## src/hdl/cpl_pkg.sv

```systemverilog
/*
  Constants of the configuration power and lock register bank: register
  indices, reset values, write masks, field positions and parallel modes.
  Assumes the configuration index register lives outside this bank.
*/
package cpl_pkg;

  // ***************************************************************
  // Register indices
  // ***************************************************************
  localparam int REG_COUNT = 3;
  localparam logic [7:0] IDX_VALID_FLAG = 8'h00;
  localparam logic [7:0] IDX_PORT_POWER_LOCK = 8'h01;
  localparam logic [7:0] IDX_SERIAL_POWER = 8'h02;
  localparam logic [7:0] IDX_LAST_CONFIG = 8'h2F;

  // ***************************************************************
  // Reset values and masks, entry 0 is index 00H
  // ***************************************************************
  localparam logic [7:0] RST_VALID_FLAG = 8'h28;
  localparam logic [7:0] RST_PORT_POWER_LOCK = 8'h9C;
  localparam logic [7:0] RST_SERIAL_POWER = 8'h88;
  localparam logic [7:0] WMASK_VALID_FLAG = 8'h80;
  localparam logic [7:0] WMASK_PORT_POWER_LOCK = 8'h8C;
  localparam logic [7:0] WMASK_SERIAL_POWER = 8'h88;
  localparam logic [7:0] STICKY_PORT_POWER_LOCK = 8'h80;
  localparam logic [7:0] STICKY_NONE = 8'h00;

  localparam logic [REG_COUNT-1:0][7:0] REG_RESET =
    {RST_SERIAL_POWER, RST_PORT_POWER_LOCK, RST_VALID_FLAG};
  localparam logic [REG_COUNT-1:0][7:0] REG_WMASK =
    {WMASK_SERIAL_POWER, WMASK_PORT_POWER_LOCK, WMASK_VALID_FLAG};
  localparam logic [REG_COUNT-1:0][7:0] REG_STICKY =
    {STICKY_NONE, STICKY_PORT_POWER_LOCK, STICKY_NONE};

  // ***************************************************************
  // Field positions
  // ***************************************************************
  localparam int BIT_VALID = 7;
  localparam int BIT_PAR_POWER = 2;
  localparam int BIT_PAR_PRINTER = 3;
  localparam int BIT_CFG_LOCK = 7;
  localparam int BIT_SER1_POWER = 3;
  localparam int BIT_SER2_POWER = 7;

  // ***************************************************************
  // Decoding and modes
  // ***************************************************************
  localparam int BASE_W = 10;
  localparam logic [BASE_W-1:0] DECODE_MIN_BASE = 10'h100;

  typedef enum logic [1:0] {
    PAR_SPP,
    PAR_EPP_SPP,
    PAR_ECP,
    PAR_ECP_EPP
  } cpl_par_mode_t;

endpackage

```

## src/hdl/cpl_reg_cell.sv

```systemverilog
/*
  One 8-bit configuration register with fixed read-only bits, writable
  bits and clear-only sticky bits.
  Assumes the write strobe is already qualified by index, state and lock.
*/
`timescale 1ns/100ps
`default_nettype none

module cpl_reg_cell #(
  parameter logic [7:0] RESET_VAL = 8'h00,
  parameter logic [7:0] WMASK = 8'hFF,
  parameter logic [7:0] STICKY = 8'h00
) (
  // Clock and reset
  input wire logic clk,
  input wire logic arst_n,
  // Write side
  input wire logic wr_en,
  input wire logic [7:0] wdata,
  // Read side
  output logic [7:0] q
);

  logic [7:0] stored_reg;
  logic [7:0] stored_next;
  wire logic [7:0] merged;

  // Read-only bits never reach the flops, so writes cannot disturb them
  assign merged = (stored_reg & ~WMASK) | (wdata & WMASK);
  // A sticky bit can only fall; once low, a one written is dropped
  assign stored_next = wr_en ? (merged & (stored_reg | ~STICKY)) : stored_reg;
  assign q = (stored_reg & WMASK) | (RESET_VAL & ~WMASK);

  always_ff @(posedge clk or negedge arst_n) begin
    if (!arst_n) begin
      stored_reg <= RESET_VAL;
    end else begin
      stored_reg <= stored_next;
    end
  end

endmodule

`default_nettype wire

```

## src/hdl/cpl_config_regs.sv

```systemverilog
/*
  Configuration registers 00H to 02H: validity flag, port power, parallel
  mode select and the configuration lock, with their outputs to the ports.
  Assumes the configuration index register, configuration state and host
  strobes come from logic on MCLK, one strobe pulse per host access.
*/
// Operation
// - Access only in config state at matching index
// - Validity resets 28H, bits 0-2 zero, 3 fixed
// - Validity bit 5 reads one, 4,6 zero
// - Valid flag clears at reset, drives nothing
// - Power-lock resets 9CH, fixed bits 0,1,4,5,6
// - Bit 2 high powers parallel port
// - Bit 3 high selects printer mode
// - Lock bit low blocks all 00-2F access
// - Cleared lock returns only by reset
// - Power-down keeps address decoding above 100h
// - Powered-down ports keep range checking
// - Serial power resets 88H, fixed zeros
// - Bit 3 high runs primary serial port
// - Bit 7 high runs secondary port, engine
// - Extended bits 1:0 pick parallel mode
`timescale 1ns/100ps
`default_nettype none

module cpl_config_regs
  import cpl_pkg::*;
(
  // Clock and reset
  input wire logic MCLK,
  input wire logic ARST_N,
  // Configuration access
  input wire logic CFG_STATE,
  input wire logic [7:0] CFG_INDEX,
  input wire logic CFG_WR,
  input wire logic CFG_RD,
  input wire logic [7:0] CFG_WDATA,
  output logic [7:0] CFG_RDATA,
  output logic CFG_RDATA_VALID,
  output logic CFG_OWN_HIT,
  output logic CFG_ACCESS_EN,
  // Extended setup bits from the extended setup register
  input wire logic [1:0] EXT_MODE_SEL,
  // Host base addresses of the logical devices
  input wire logic [BASE_W-1:0] PAR_BASE,
  input wire logic [BASE_W-1:0] SER1_BASE,
  input wire logic [BASE_W-1:0] SER2_BASE,
  // Parallel port controls
  output logic PAR_POWER,
  output logic PAR_PRINTER_MODE,
  output logic [1:0] PAR_MODE,
  output logic PAR_DECODE_EN,
  // Serial port controls
  output logic SER1_POWER,
  output logic SER1_DECODE_EN,
  output logic SER2_POWER,
  output logic LINK_ENGINE_POWER,
  output logic SER2_DECODE_EN
);

  // ***************************************************************
  // Access decode
  // ***************************************************************
  wire logic [REG_COUNT-1:0][7:0] reg_q;
  wire logic [REG_COUNT-1:0] idx_hit;
  wire logic [REG_COUNT-1:0] wr_hit;
  wire logic cfg_unlocked;
  wire logic in_cfg_space;
  wire logic own_access;
  wire logic rd_take;
  wire logic [7:0] rd_mux;

  assign cfg_unlocked = reg_q[1][BIT_CFG_LOCK];
  assign in_cfg_space = (CFG_INDEX <= IDX_LAST_CONFIG);
  // Whole space 00-2F is closed to the host once the lock is low
  assign CFG_ACCESS_EN = CFG_STATE & cfg_unlocked & in_cfg_space;
  assign idx_hit[0] = (CFG_INDEX == IDX_VALID_FLAG);
  assign idx_hit[1] = (CFG_INDEX == IDX_PORT_POWER_LOCK);
  assign idx_hit[2] = (CFG_INDEX == IDX_SERIAL_POWER);
  assign own_access = CFG_ACCESS_EN & (|idx_hit);
  assign CFG_OWN_HIT = own_access;
  assign rd_take = CFG_RD & own_access;

  // ***************************************************************
  // Registers
  // ***************************************************************
  // Fixed bits come straight from the reset value in each cell, so the
  // 28H, 9CH and 88H patterns read back whatever software writes
  genvar gi;
  generate
    for (gi = 0; gi < REG_COUNT; gi++) begin : g_reg
      assign wr_hit[gi] = CFG_WR & CFG_ACCESS_EN & idx_hit[gi];
      cpl_reg_cell #(
        .RESET_VAL(REG_RESET[gi]),
        .WMASK(REG_WMASK[gi]),
        .STICKY(REG_STICKY[gi])
      ) u_cell (
        .clk(MCLK),
        .arst_n(ARST_N),
        .wr_en(wr_hit[gi]),
        .wdata(CFG_WDATA),
        .q(reg_q[gi])
      );
    end
  endgenerate

  // The valid flag is only ever moved by a host write and feeds nothing
  // but the read mux
  assign rd_mux = idx_hit[0] ? reg_q[0] :
                  idx_hit[1] ? reg_q[1] :
                  idx_hit[2] ? reg_q[2] : 8'h00;

  // ***************************************************************
  // Read data
  // ***************************************************************
  logic [7:0] rdata_reg;
  logic [7:0] rdata_next;
  logic rvalid_reg;
  logic rvalid_next;

  assign rdata_next = rd_take ? rd_mux : rdata_reg;
  assign rvalid_next = rd_take;

  always_ff @(posedge MCLK or negedge ARST_N) begin
    if (!ARST_N) begin
      rdata_reg <= 8'h00;
      rvalid_reg <= 1'b0;
    end else begin
      rdata_reg <= rdata_next;
      rvalid_reg <= rvalid_next;
    end
  end

  assign CFG_RDATA = rdata_reg;
  assign CFG_RDATA_VALID = rvalid_reg;

  // ***************************************************************
  // Parallel port mode
  // ***************************************************************
  cpl_par_mode_t par_mode;
  wire logic printer_mode;

  assign printer_mode = reg_q[1][BIT_PAR_PRINTER];
  // Printer mode forces plain SPP; the extended bits only count when low
  assign par_mode = printer_mode ? PAR_SPP : cpl_par_mode_t'(EXT_MODE_SEL);

  // ***************************************************************
  // Port outputs
  // ***************************************************************
  // Power bits come straight from the register flops; the mode also takes EXT_MODE_SEL
  assign PAR_POWER = reg_q[1][BIT_PAR_POWER];
  assign PAR_PRINTER_MODE = printer_mode;
  assign PAR_MODE = par_mode;
  assign SER1_POWER = reg_q[2][BIT_SER1_POWER];
  assign SER2_POWER = reg_q[2][BIT_SER2_POWER];
  assign LINK_ENGINE_POWER = reg_q[2][BIT_SER2_POWER];

  // Decode ignores power on purpose: a sleeping device keeps its range
  // claimed, and range checking rides on the same enable
  assign PAR_DECODE_EN = (PAR_BASE >= DECODE_MIN_BASE);
  assign SER1_DECODE_EN = (SER1_BASE >= DECODE_MIN_BASE);
  assign SER2_DECODE_EN = (SER2_BASE >= DECODE_MIN_BASE);

endmodule

`default_nettype wire

```

## config.mk

```make
export PLATFORM = sky130hd
export DESIGN_NAME = cpl_config_regs
export DESIGN_NICKNAME = d
export VERILOG_FILES = /design/src/hdl/cpl_pkg.sv /design/src/hdl/cpl_reg_cell.sv /design/src/hdl/cpl_config_regs.sv
export SDC_FILE = /design/constraint.sdc
export NUM_CORES = 1
export LEC_CHECK = 0
export ABC_CLOCK_PERIOD_IN_PS = 2600
export BUFFER_PORTS_ARGS = -buffer_cell sky130_fd_sc_hd__buf_4
export CAP_MARGIN = 15
export CORE_MARGIN = 2
export CORE_UTILIZATION = 34
export CTS_CLUSTER_DIAMETER = 120
export DETAILED_ROUTE_END_ITERATION = 10
export PLACE_DENSITY = 0.79
export SYNTH_ARGS = -nofsm -noshare
export SYNTH_HDL_FRONTEND = slang
export SYNTH_SLANG_ARGS = --single-unit
```

## constraint.sdc

```tcl
create_clock -name MCLK -period 2.6 [get_ports MCLK]
set_clock_uncertainty 0.2 [all_clocks]
set_input_delay 0.26 -clock MCLK [delete_from_list [all_inputs] [get_ports MCLK]]
set_output_delay 0.26 -clock MCLK [all_outputs]
set_load 0.05 [all_outputs]
```

Yosys cells after proc, flatten, opt, wreduce, memory -nomap -nowiden
Cells that the tools add are included.

Flip-flop bits (word level): 33. Word-level logic and storage cells: 29.

$lt $le $gt $ge: 4. Equality and inequality tests: 2. Muxes and demuxes: 4. Bitwise gates (word level): 12. Reductions and logical operators: 2.

Operator list (count): 10-bit by 9-bit >= comparator with 1-bit output (second input constant) (3); 8-bit two-way mux (3); 7-bit by 8-bit OR with 8-bit output (3); 1-bit bitwise AND (8); 8-bit bitwise AND (1); 8-bit by 1-bit == test with 1-bit output (second input constant) (1); 8-bit by 2-bit == test with 1-bit output (second input constant) (1); 8-bit by 6-bit <= comparator with 1-bit output (second input constant) (1); 8-bit logical NOT (1); 3-bit OR reduction (1); 2-bit two-way mux (1).

Depth between registers and ports, before layout
Depth after elaboration: 4. Mapped depth: 4.

Modules after synthesis
Synthesis repeated with hierarchy kept, for this count alone.

Cell total of the unflattened synthesis: 111. Area, all modules: 1114.8 µm².

By module, submodules not included: cpl_config_regs (times used 1, cells an instance 75, area an instance 733.2 µm²); cpl_reg_cell at g_reg[1].u_cell (times used 1, cells an instance 14, area an instance 157.7 µm²); cpl_reg_cell at g_reg[2].u_cell (times used 1, cells an instance 11, area an instance 123.9 µm²); cpl_reg_cell at g_reg[0].u_cell (times used 1, cells an instance 11, area an instance 100.1 µm²).

Worst setup path before layout
Ideal clock, no wire load.

Path kind: register to output. Start: register g_reg[1].u_cell.stored_reg[7]. End: output CFG_ACCESS_EN. Data arrival time: 2.104 ns. Required time: 2.140 ns. Path slack: 0.036 ns. Cell stages (with the launch flop): 4. Cell sequence: dfstp_2 nor4bb_1 buf_2 a21boi_0.

Word-level cells in the longest chain between the ends: 2.

Ends and longest elaborated chain: from (decl) (RTL line cpl_reg_cell.sv:24) `logic [7:0] stored_reg;`; from (signal assigned) (RTL line cpl_reg_cell.sv:38) `stored_reg <= stored_next;`; 1-bit bitwise AND (2 in a row) (RTL line cpl_config_regs.sv:76) `assign CFG_ACCESS_EN = CFG_STATE & cfg_unlocked & in_cfg_space;`; to (decl) (RTL line cpl_config_regs.sv:41) `output logic CFG_ACCESS_EN,`.

No other way between the ends.

Worst setup path in the final report
Same ends and word-level chain as after synthesis.

==> results.yml <==
die:
  dieArea_um2: 2510
  start_util_pct: 36.4
  row_count: 16
  core_region_area_um2: 1980
  ioPinCount: 74
  die_y_um: 50.1
  die_w_um: 50.1
placed_design:
  routabilityCongestion: 0.738
  io_buffer_count: 41
  post-dp-hpwl_mm: 1.35
  pre_cts_slack_ns: 0.703
synth:
  synth_flop_cell: "dfrtp_1"
  synth_cells: 64
  synth-seq-cells: 12
  synthDistinctLibCells: 29
  synth_seq_area_share_pct: 42.5
  synth_edf_count: 0
  syn_area_per_cell_um2: 11.3
  ys_warn_count: 0
  ys_async_sr_fraction_pct: 100
  syn-cell-area_um2: 722
routing:
  drc: 0
  viasPerCell: 5.02
  ant_nets: 0
  drt_iter0_drc: 3
  routed_wl_mm: 1.61
  num_vias: 673
  post_drt_wl_per_cell_um: 12.0
  firstDrtPassIters: 2
timing:
  fmax_mhz: 456
  period_share_pct: 84.4
  setup_viol: 0
  hold_viol_final: 0
  setup_ws_ns: 0.407
  rsz0062_at_grt: "no"
  drv_slew: 0
  timing.setup.tns_ns: 0
  hold_ws_ns: 0.0185
  period_needed_ns: 2.19
status:
  status: "finished, final reports clean"
power_and_ir_drop:
  leakage_nw: 0.528
  clkPwrFrac_pct: 34.6
  switching_share_pct: 25.2
  irDropWorstVdd_mv: 0.303
  total_power_mw: 0.411
  power.density_nw_per_um2: 379
  pwr-share-comb_pct: 19.9
  switching_power_mw: 0.103
  seq_power_share_pct: 45.5
  internal_power_mw: 0.307
layout:
  drive_gt1_share_pct: 65.4
  area_growth_pct: 49.9
  fin_nets: 161
  utilization_pct: 54.6
  largest_reg_flops: 6
  antenna_cells: 0
clock_network:
  cts-root-buf: "clkbuf_4"
  numCtsBuffers: 3
  cts_hold_buf: 1
  insertion_delay_ns: 0.27
  cts_sinks: 12
  cts_tree: "done"
  cts_setup_buffers: 0
  cts-resized-gates: 0
  clkTransAtPathRegs_ns: 0.07
  cts_max_level: 1
  clock_path_buffers: 2
min_path:
  hp-class: "input port to flop"
  min_from: "CFG_WDATA[7]"
  worstHoldEndpoint: "g_reg[1].u_cell.stored_reg[7]"
  hold_depth: 3
worst_setup_path:
  crit_path_max_fanout: 8
  reg2regPathDepth: 4
  r2r_start: "g_reg[1].u_cell.stored_reg[7]"
  r2r_end: "g_reg[1].u_cell.stored_reg[2]"
  arrival_ns: 1.73
  crit_required_ns: 2.14
  crit_path_start_kind: "flop"
  critical_path_class: "flop to output port"
  cp-startpoint: "g_reg[1].u_cell.stored_reg[7]"
  end_kind: "output port"
  r2r_slack_ns: 0.70
global_routing:
  grtUsageTotal_pct: 14.4
  grt_pass1_vias: 652
  overflow: 0
  grt_max_degree: 13
  antenna_found_initial: 0
  grt_pass1_wl_mm: 2.75
run:
  maxCapViolations: 0
## through the flow
stage,area [µm²],instances
after CTS,1080,134
final,1080,134
after global placement,1040,129
after detailed placement,1040,129
after floorplan,729,66
after global routing,1080,134
## critical path: stages, from the launching register on
cell	delay, ns
dfstp_2	0.55
nor4bb_1	0.27
buf_4	0.20
a21boi_0	0.21
buf_4	0.23
## cell usage after synthesis, types with 2 or more instances
library cell / instances / area share [%]
nand4_1: 4 / 3.5
inv_1: 2 / 1.0
nor2b_1: 3 / 2.6
nor4b_1: 2 / 2.4
dfstp_2: 5 / 18
and3_2: 2 / 2.1
or2_2: 4 / 3.5
mux2_2: 7 / 11
buf_4: 5 / 5.2
a21boi_0: 4 / 4.2
dfrtp_1: 7 / 24
a21bo_2: 2 / 2.8
## layer usage
layer | up-vias | routed length (µm) | GRT usage [%]
met3 | 0 | 179 | 7.58
met2 | 39 | 798 | 25.7
met5 | - | 0 | 0
li1 | 318 | - | -
met1 | 316 | 634 | 15.4
met4 | 0 | 0 | 1.39
## cell families after synthesis
kind of cell    synth area share (%)
mux                             12.3
buf+inv                         6.93
other cells                    0.519
compound gates                  11.8
simple gates                    26.0
flops                           42.5
## how the worst max path moves through the flow
stage	endpoint	slack, ns	cells past startpoint
2_1_floorplan	CFG_ACCESS_EN	0.04	3
3_3_place_gp	CFG_OWN_HIT	0.74	5
3_5_place_dp	CFG_ACCESS_EN	0.70	4
4_1_cts	CFG_ACCESS_EN	0.39	4
5_1_grt	CFG_OWN_HIT	0.29	5
6_report	CFG_ACCESS_EN	0.41	4
## cell type report
class / count / area (µm²)
Clock buffer: 4 / 36.3
Fill cell: 188 / 900
Inverter: 2 / 7.51
Multi-Input combinational cell: 46 / 373
Sequential cell: 12 / 307
Tap cell: 27 / 33.8
Timing Repair Buffer: 43 / 325
## placed cells by master, fill, tap and decap left out, drive strengths merged, types with 2 or more instances in the layout
master	netlist	layout
buf	6	42
or2	4	4
mux2	7	7
and3	2	2
clkbuf	0	4
nor4b	2	2
dfrtp	7	7
inv	2	2
nor2b	3	3
a21bo	2	2
nand4	4	4
dfstp	5	5
nor4	2	2
conb	1	3
a21boi	4	4
## power groups by stage
stage          sequential [mW]  combinational (mW)  clock, mW
2_1_floorplan            0.190              0.0419          0
3_3_place_gp             0.190              0.0795          0
3_5_place_dp             0.190              0.0810          0
4_1_cts                  0.187              0.0822      0.150
5_1_grt                  0.187              0.0882      0.162
6_report                 0.187              0.0816      0.142
Note: power is estimated with default switching activity, not from simulation.
